**config.mk**
```make
export PLATFORM = sky130hd
export DESIGN_NAME = half_flash_conversion_sequencer
export DESIGN_NICKNAME = d
export VERILOG_FILES = /design/src/hw/conv_seq_pkg.sv /design/src/hw/half_flash_conversion_sequencer.sv
export SDC_FILE = /design/constraint.sdc
export NUM_CORES = 1
export LEC_CHECK = 0
export ABC_CLOCK_PERIOD_IN_PS = 2300
export BUFFER_PORTS_ARGS = -buffer_cell sky130_fd_sc_hd__buf_2
export CAP_MARGIN = 20
export CORE_MARGIN = 3
export CORE_UTILIZATION = 25
export DETAILED_ROUTE_END_ITERATION = 10
export SLEW_MARGIN = 10
export SYNTH_ARGS = -nofsm -noshare
export SYNTH_HDL_FRONTEND = slang
export SYNTH_SLANG_ARGS = --single-unit
```
**constraint.sdc**
```tcl
create_clock -name clk -period 2.3 [get_ports clk]
set_input_delay 0.23 -clock clk [delete_from_list [all_inputs] [get_ports clk]]
set_output_delay 0.23 -clock clk [all_outputs]
set_load 0.03 [all_outputs]
```
**src/hw/conv_seq_pkg.sv**
```systemverilog
package conv_seq_pkg;

  localparam int CLK_PERIOD_NS   = 20;
  localparam int WR_LOW_NS       = 600;
  localparam int WR_MAX_NS       = 50000;
  localparam int READ_GAP_NS     = 600;
  localparam int REARM_NS        = 500;
  localparam int ACCESS_NS       = 200;
  localparam int WAIT_TIMEOUT_NS = 5000;

  // Least times round up, longest times round down
  localparam int WR_LOW_CYC   = (WR_LOW_NS + CLK_PERIOD_NS - 1) / CLK_PERIOD_NS;
  localparam int WR_MAX_CYC   = WR_MAX_NS / CLK_PERIOD_NS;
  localparam int READ_GAP_CYC = (READ_GAP_NS + CLK_PERIOD_NS - 1) / CLK_PERIOD_NS;
  localparam int REARM_CYC    = (REARM_NS + CLK_PERIOD_NS - 1) / CLK_PERIOD_NS;
  localparam int ACCESS_CYC   = (ACCESS_NS + CLK_PERIOD_NS - 1) / CLK_PERIOD_NS;
  localparam int TIMEOUT_CYC  = WAIT_TIMEOUT_NS / CLK_PERIOD_NS;

  localparam int CNT_W = 12;
  localparam logic [CNT_W-1:0] CNT_ZERO = 12'h000;
  localparam logic [CNT_W-1:0] CNT_ONE  = 12'h001;
  localparam logic [CNT_W-1:0] CNT_SAT  = 12'hfff;

  localparam int DATA_W = 8;

  // Sync vector layout: result bits, overrange, completion flag, ready
  localparam int SY_OVR  = DATA_W;
  localparam int SY_INT  = DATA_W + 1;
  localparam int SY_RDY  = DATA_W + 2;
  localparam int SYNC_W  = DATA_W + 3;
  localparam logic [SYNC_W-1:0] SYNC_RST = 11'h600;

  typedef enum logic [2:0] {
    ST_IDLE    = 3'b000,
    ST_WR_LOW  = 3'b001,
    ST_WR_GAP  = 3'b010,
    ST_RD_WAIT = 3'b011,
    ST_SETTLE  = 3'b100,
    ST_CAPTURE = 3'b101
  } state_t;

endpackage

```
**src/hw/half_flash_conversion_sequencer.sv**
```systemverilog
`timescale 1ns/100ps
`default_nettype none

// Overview of operation
// - Start strobe held low at least 600 ns; rise latches upper nibble.
// - Read strobe falls no sooner than 600 ns after start strobe rises.
// - Read-only: hold read strobe low until data; completion flag goes low.
// - Early read allowed 600 ns after start rise; flag drops, data presented.
// - Start strobe never held low longer than 50 us.
// - New conversion only after 500 ns of upper bank zeroing.
// - Read-only: conversion begins on read falling with chip select low.
module half_flash_conversion_sequencer #(
  parameter int DATA_W = conv_seq_pkg::DATA_W
) (
  input  wire logic              clk,
  input  wire logic              rst_n,
  input  wire logic              start,
  input  wire logic              mode_sel,
  input  wire logic              use_int,
  output logic                   busy,
  output logic                   done,
  output logic [DATA_W-1:0]      result,
  output logic                   overrange,
  output logic                   timeout,
  output logic                   mode_pin,
  output logic                   cs_n,
  output logic                   wr_n,
  output logic                   rd_n,
  input  wire logic              int_n,
  input  wire logic              ready_in,
  input  wire logic              overrange_output,
  input  wire logic [DATA_W-1:0] result_bus
);

  localparam int SW = DATA_W + 3;

  conv_seq_pkg::state_t          state_r;
  conv_seq_pkg::state_t          state_nxt;
  logic [conv_seq_pkg::CNT_W-1:0] cnt_r;
  logic [conv_seq_pkg::CNT_W-1:0] rearm_r;
  logic                          mode_r;
  logic                          done_r;
  logic                          tmo_r;
  logic                          tmo_nxt;
  logic [DATA_W-1:0]             result_r;
  logic                          ovr_r;
  logic [SW-1:0]                 pin_raw;
  logic [SW-1:0]                 s1_r;
  logic [SW-1:0]                 s2_r;
  logic [SW-1:0]                 s3_r;
  logic [SW-1:0]                 filt_r;

  // Three-stage capture; a bit moves only when stages two and three agree
  assign pin_raw = {ready_in, int_n, overrange_output, result_bus};

  always_ff @(posedge clk or negedge rst_n)
  begin
    if (!rst_n)
    begin
      s1_r <= conv_seq_pkg::SYNC_RST;
      s2_r <= conv_seq_pkg::SYNC_RST;
      s3_r <= conv_seq_pkg::SYNC_RST;
    end
    else
    begin
      s1_r <= pin_raw;
      s2_r <= s1_r;
      s3_r <= s2_r;
    end
  end

  genvar gi;
  generate
    for (gi = 0; gi < SW; gi++)
    begin : g_filt
      always_ff @(posedge clk or negedge rst_n)
      begin
        if (!rst_n)
          filt_r[gi] <= conv_seq_pkg::SYNC_RST[gi];
        else if (s2_r[gi] == s3_r[gi])
          filt_r[gi] <= s3_r[gi];
      end
    end
  endgenerate

  // Completion: flag low and, in read-only mode, ready released high
  wire int_low   = !filt_r[conv_seq_pkg::SY_INT];
  wire conv_end  = int_low && (mode_r || filt_r[conv_seq_pkg::SY_RDY]);
  wire rearm_ok  = rearm_r >= 12'(conv_seq_pkg::REARM_CYC);
  wire timed_out = cnt_r >= 12'(conv_seq_pkg::TIMEOUT_CYC);
  wire wr_len_ok = cnt_r >= 12'(conv_seq_pkg::WR_LOW_CYC - 1);
  wire gap_ok    = cnt_r >= 12'(conv_seq_pkg::READ_GAP_CYC - 1);
  wire acc_ok    = cnt_r >= 12'(conv_seq_pkg::ACCESS_CYC - 1);
  wire gap_go    = gap_ok && (!use_int || int_low || timed_out);

  always_comb
  begin
    state_nxt = state_r;
    tmo_nxt   = tmo_r;
    case (state_r)
      conv_seq_pkg::ST_IDLE:
      begin
        if (start && rearm_ok)
        begin
          tmo_nxt   = 1'b0;
          state_nxt = mode_sel ? conv_seq_pkg::ST_WR_LOW : conv_seq_pkg::ST_RD_WAIT;
        end
      end
      conv_seq_pkg::ST_WR_LOW:
        if (wr_len_ok)
          state_nxt = conv_seq_pkg::ST_WR_GAP;
      conv_seq_pkg::ST_WR_GAP:
      begin
        if (gap_go)
        begin
          tmo_nxt   = use_int && !int_low;
          state_nxt = conv_seq_pkg::ST_RD_WAIT;
        end
      end
      conv_seq_pkg::ST_RD_WAIT:
      begin
        // Write mode data follows the read strobe at once
        if (mode_r)
          state_nxt = conv_seq_pkg::ST_SETTLE;
        else if (conv_end || timed_out)
        begin
          tmo_nxt   = !conv_end;
          state_nxt = conv_seq_pkg::ST_SETTLE;
        end
      end
      conv_seq_pkg::ST_SETTLE:
        if (acc_ok)
          state_nxt = conv_seq_pkg::ST_CAPTURE;
      conv_seq_pkg::ST_CAPTURE:
        state_nxt = conv_seq_pkg::ST_IDLE;
      default:
        state_nxt = conv_seq_pkg::ST_IDLE;
    endcase
  end

  wire state_chg = state_nxt != state_r;
  wire capture   = state_r == conv_seq_pkg::ST_CAPTURE;
  wire cnt_sat   = cnt_r == conv_seq_pkg::CNT_SAT;
  wire rearm_sat = rearm_r == conv_seq_pkg::CNT_SAT;

  always_ff @(posedge clk or negedge rst_n)
  begin
    if (!rst_n)
    begin
      state_r <= conv_seq_pkg::ST_IDLE;
      cnt_r   <= conv_seq_pkg::CNT_ZERO;
      tmo_r   <= 1'b0;
    end
    else
    begin
      state_r <= state_nxt;
      cnt_r   <= state_chg ? conv_seq_pkg::CNT_ZERO : (cnt_sat ? cnt_r : cnt_r + conv_seq_pkg::CNT_ONE);
      tmo_r   <= tmo_nxt;
    end
  end

  // Zeroing time counts from the read strobe rising
  always_ff @(posedge clk or negedge rst_n)
  begin
    if (!rst_n)
      rearm_r <= conv_seq_pkg::CNT_SAT;
    else if (capture)
      rearm_r <= conv_seq_pkg::CNT_ZERO;
    else if (!rearm_sat)
      rearm_r <= rearm_r + conv_seq_pkg::CNT_ONE;
  end

  always_ff @(posedge clk or negedge rst_n)
  begin
    if (!rst_n)
      mode_r <= 1'b1;
    else if (state_r == conv_seq_pkg::ST_IDLE && start && rearm_ok)
      mode_r <= mode_sel;
  end

  always_ff @(posedge clk or negedge rst_n)
  begin
    if (!rst_n)
    begin
      result_r <= '0;
      ovr_r    <= 1'b0;
      done_r   <= 1'b0;
    end
    else
    begin
      done_r <= capture;
      if (capture)
      begin
        result_r <= filt_r[DATA_W-1:0];
        ovr_r    <= filt_r[conv_seq_pkg::SY_OVR];
      end
    end
  end

  // Pin strobes decode straight from the state register
  assign cs_n      = state_r == conv_seq_pkg::ST_IDLE;
  assign wr_n      = state_r != conv_seq_pkg::ST_WR_LOW;
  assign rd_n      = !(state_r == conv_seq_pkg::ST_RD_WAIT || state_r == conv_seq_pkg::ST_SETTLE || capture);
  assign mode_pin  = mode_r;
  assign busy      = (state_r != conv_seq_pkg::ST_IDLE) || !rearm_ok;
  assign done      = done_r;
  assign result    = result_r;
  assign overrange = ovr_r;
  assign timeout   = tmo_r;

  // Helper counters watched only by the checks below
  logic [conv_seq_pkg::CNT_W-1:0] wr_low_cnt_r;
  logic [conv_seq_pkg::CNT_W-1:0] since_wr_r;
  logic [conv_seq_pkg::CNT_W-1:0] since_rd_r;

  always_ff @(posedge clk or negedge rst_n)
  begin
    if (!rst_n)
    begin
      wr_low_cnt_r <= conv_seq_pkg::CNT_ZERO;
      since_wr_r   <= conv_seq_pkg::CNT_SAT;
      since_rd_r   <= conv_seq_pkg::CNT_SAT;
    end
    else
    begin
      wr_low_cnt_r <= !wr_n ? wr_low_cnt_r + conv_seq_pkg::CNT_ONE : conv_seq_pkg::CNT_ZERO;
      since_wr_r   <= !wr_n ? conv_seq_pkg::CNT_ZERO : (since_wr_r == conv_seq_pkg::CNT_SAT ? since_wr_r : since_wr_r + conv_seq_pkg::CNT_ONE);
      since_rd_r   <= !rd_n ? conv_seq_pkg::CNT_ZERO : (since_rd_r == conv_seq_pkg::CNT_SAT ? since_rd_r : since_rd_r + conv_seq_pkg::CNT_ONE);
    end
  end
endmodule

`default_nettype wire

```
==> run metrics <==
outcome complete, no violations; Compound-Gate Fraction of Synth Area 0.0697; vias in the first global route 2,235; EDFF count, synth 0; setup slack, reg-to-reg 180 ps; biggest cell delay along the critical path 570 ps; worst max-slew margin expressed relative to the limit 0.672; CTS tree yes; post-synth top area share 0.443; Area Overhead vs Synth 22.8%; category of the worst setup path launch point flip-flop; signal arrival time at the worst endpoint 2010 ps; Pwr per Cell Area 1140 mW/mm2; Worst Tran Pin Value 485 ps; number of warnings issued by yosys 0; post-synthesis cell type with the largest combined area dfrtp_1; crit-path cells inv_1, ha_1, nor3b_1, o211ai_1, nand2_1, buf_2; maximum number of pins on one net before global-route repair 49; # placed instances 476; upper clock frequency limit 447 MHz; total I/O pin count 32; Hold Path Cell Cnt 2; number of nets in the synthesized netlist 299; sequential fraction of the synthesis area 0.601; slowest library cell on the worst path dfstp_2; level count of the clock H-tree 3; total congestion overflow 0; count of pins over their slew limit 0; count of antenna-violating nets left after detailed routing 0; Synth Register Bits 83; vias after detailed routing 2,209; logic depth of the worst register-to-register path 8; XOR/XNOR share of the synthesized area 0.0426; effective utilization at floorplan 0.260; later-pin clock latency in the skew report 330 ps; last weighted congestion value of the routability-driven placer 0.757; maximum clock path buffer count 2; dominant synthesized flop cell dfrtp_1; Leakage 0.00186 uW; Critical R2R Capture cnt_r[0]$_DFFE_PN0P_; first-pass GRT wire length 10,900 um; antenna violations before repair 0; Diodes inserted 0; area fraction in and, or, nand and nor cells after synthesis 0.160; minimum period implied by the final worst setup slack 2240 ps; unique cell type count in the Yosys netlist 50; largest cells by area after synthesis dfrtp_1, dfstp_2, xor2_1; Worst-path clk slew 60 ps; type of element capturing the critical path primary output; clock root cell clkbuf_16; Post-layout nets 346; non-filler instance count after layout 504; Synth Area per Inst 12.7 um2; Detailed Routing Iterations Pass 1 4; startpoint of the worst register-to-register path rearm_r[0]$_DFFE_PN1P_; die width 124 um; Filler cells 1,368; ys async rst share 1.00; commonest cells after routing, fill and taps aside dfrtp_1, buf_2, dfstp_2; vertical die dimension 124 um; worst IR drop on VDD 0.580 mV; Hold Fails Final Rpt 0; post-placement worst setup slack 212 ps; core utilization of the finished layout 0.319; final WL 6260 um; number of CTS-inserted buffers 9; share of cell area taken by muxes after synthesis 0.0408; core area 0.0135 mm2; worst clock skew on the final layout 7.31 ps; Total Die Area 0.0154 mm2; kind of cell with the highest combined delay on the critical path flip-flops; Final WS setup 63.3 ps; worst hold path endpoint state_r[1]$_DFF_PN0_; half-perimeter wire length of the detailed placement result 4150 um; main combinational cell family by area after synthesis simple AND/OR/NAND/NOR gates; count of buffers inserted at the top-level ports 31; hold wc startpoint mode_sel; Max Cap Viol 0; number of clock sinks seen by CTS 83; worst path bufs/invs 2; commonest non-fill, non-tap cell in the layout dfrtp_1; Critical Setup Path Class reg -> out; global-route usage over all layers 0.0851; DRC errors left 0; via/cell ratio 4.38; row count 42; setup violators final 0; power after layout 4920 uW; synthesized cell area 0.00350 mm2; post-DR wirelength/cell 12.4 um; fin crit share 0.972; synthesized-area fraction occupied by adder cells 0.0565; detailed router's first-iteration violation count 130; worst hold path class in -> reg; Critical Path Fanout Max 5; worst endpoint required time 2070 ps; fraction of layout cells with a size suffix above 1 0.290; Cells after Synth 276
## synthesized netlist by cell type, types with 3 or more instances
| master | count |
|---|---|
| dfrtp_1 | 62 |
| dfstp_2 | 21 |
| nor2_1 | 20 |
| nand2_1 | 16 |
| xor2_1 | 13 |
| maj3_1 | 11 |
| nor3_2 | 11 |
| inv_1 | 10 |
| nand4_1 | 10 |
| nand3_1 | 9 |
| ha_1 | 7 |
| nor3_1 | 7 |
| buf_2 | 6 |
| mux2_1 | 6 |
| a21oi_1 | 5 |
| mux2_2 | 4 |
| o211ai_1 | 4 |
| xnor2_1 | 4 |
| and2_1 | 3 |
| and4_1 | 3 |
| clkbuf_1 | 3 |
| mux2i_1 | 3 |
| nand2b_1 | 3 |
| o21ai_0 | 3 |
## metal layers
| layer | global-route usage | vias to the layer above | wire length, um |
|---|---|---|---|
| met2 | 0.128 | 41 | 2880 |
| met5 | 0 | - | 0 |
| met1 | 0.115 | 1092 | 3010 |
| li1 | - | 1066 | - |
| met3 | 0.0219 | 10 | 237 |
| met4 | 0.0387 | 0 | 135 |
## report_power, final
group | leakage, uW | internal (uW) | total, uW | switching (uW)
sequential | 0.000986 | 1770 | 2020 | 251
combinational | 0.000734 | 551 | 1480 | 928
clock | 0.000143 | 871 | 1420 | 548
## sequential cells by signal, summed over array words and instances, names as in the netlist, 3 cells and up
| register | cells |
|---|---|
| cnt_r | 12 |
| filt_r | 11 |
| rearm_r | 12 |
| result | 8 |
| s1_r | 11 |
| s2_r | 11 |
| s3_r | 11 |
| state_r | 3 |
## worst max-delay path by stage
| stage | from | to | slack [ps] | cells after the start |
|---|---|---|---|---|
| finish | rearm_r[0]$_DFFE_PN1P_ | busy | 60 | 6 |
| global route | rearm_r[0]$_DFFE_PN1P_ | busy | -10 | 6 |
| CTS | rearm_r[0]$_DFFE_PN1P_ | busy | 110 | 6 |
| detailed placement | rearm_r[1]$_DFFE_PN1P_ | cnt_r[0]$_DFFE_PN0P_ | 210 | 8 |
| global placement | rearm_r[1]$_DFFE_PN1P_ | cnt_r[1]$_DFFE_PN0P_ | 290 | 8 |
| floorplan | rearm_r[0]$_DFFE_PN1P_ | cnt_r[10]$_DFFE_PN0P_ | 310 | 8 |
## cell families (layout without fill, tap and decap cells)
logic type,after synthesis,after routing
buffers and inverters,21,73
AND/OR/NAND/NOR,94,94
multiplexers,13,13
adder cells (fa/ha/maj),18,18
AO/OA/AOI/OAI,30,30
flip-flops,83,83
XOR/XNOR,17,17
## area by class of cell
type	count	area [um2]	share of cell area
Sequential cell	83	2100	0.490
Multi-Input combinational cell	172	1300	0.304
Timing Repair Buffer	47	333	0.0775
Clock buffer	12	246	0.0574
Tap cell	176	220	0.0513
Clock inverter	4	51.3	0.0119
Inverter	10	37.5	0.00874
## timing repair
action,4_1_cts,5_1_grt
hold endpoints to repair,33,0
setup endpoints to repair,0,5
resized for setup,0,1
hold buffers,12,0
setup buffers,0,0
## metrics by stage
stage               hold slack, ps  instance area, um2  TNS [ps]
floorplan                    -65.6                3500         0
global placement               223                3870         0
detailed placement             228                3870         0
CTS                            137                4290         0
global route                   171                4300     -24.9
finish                         156                4300         0
No activity file was read; power rests on OpenSTA's default activity.
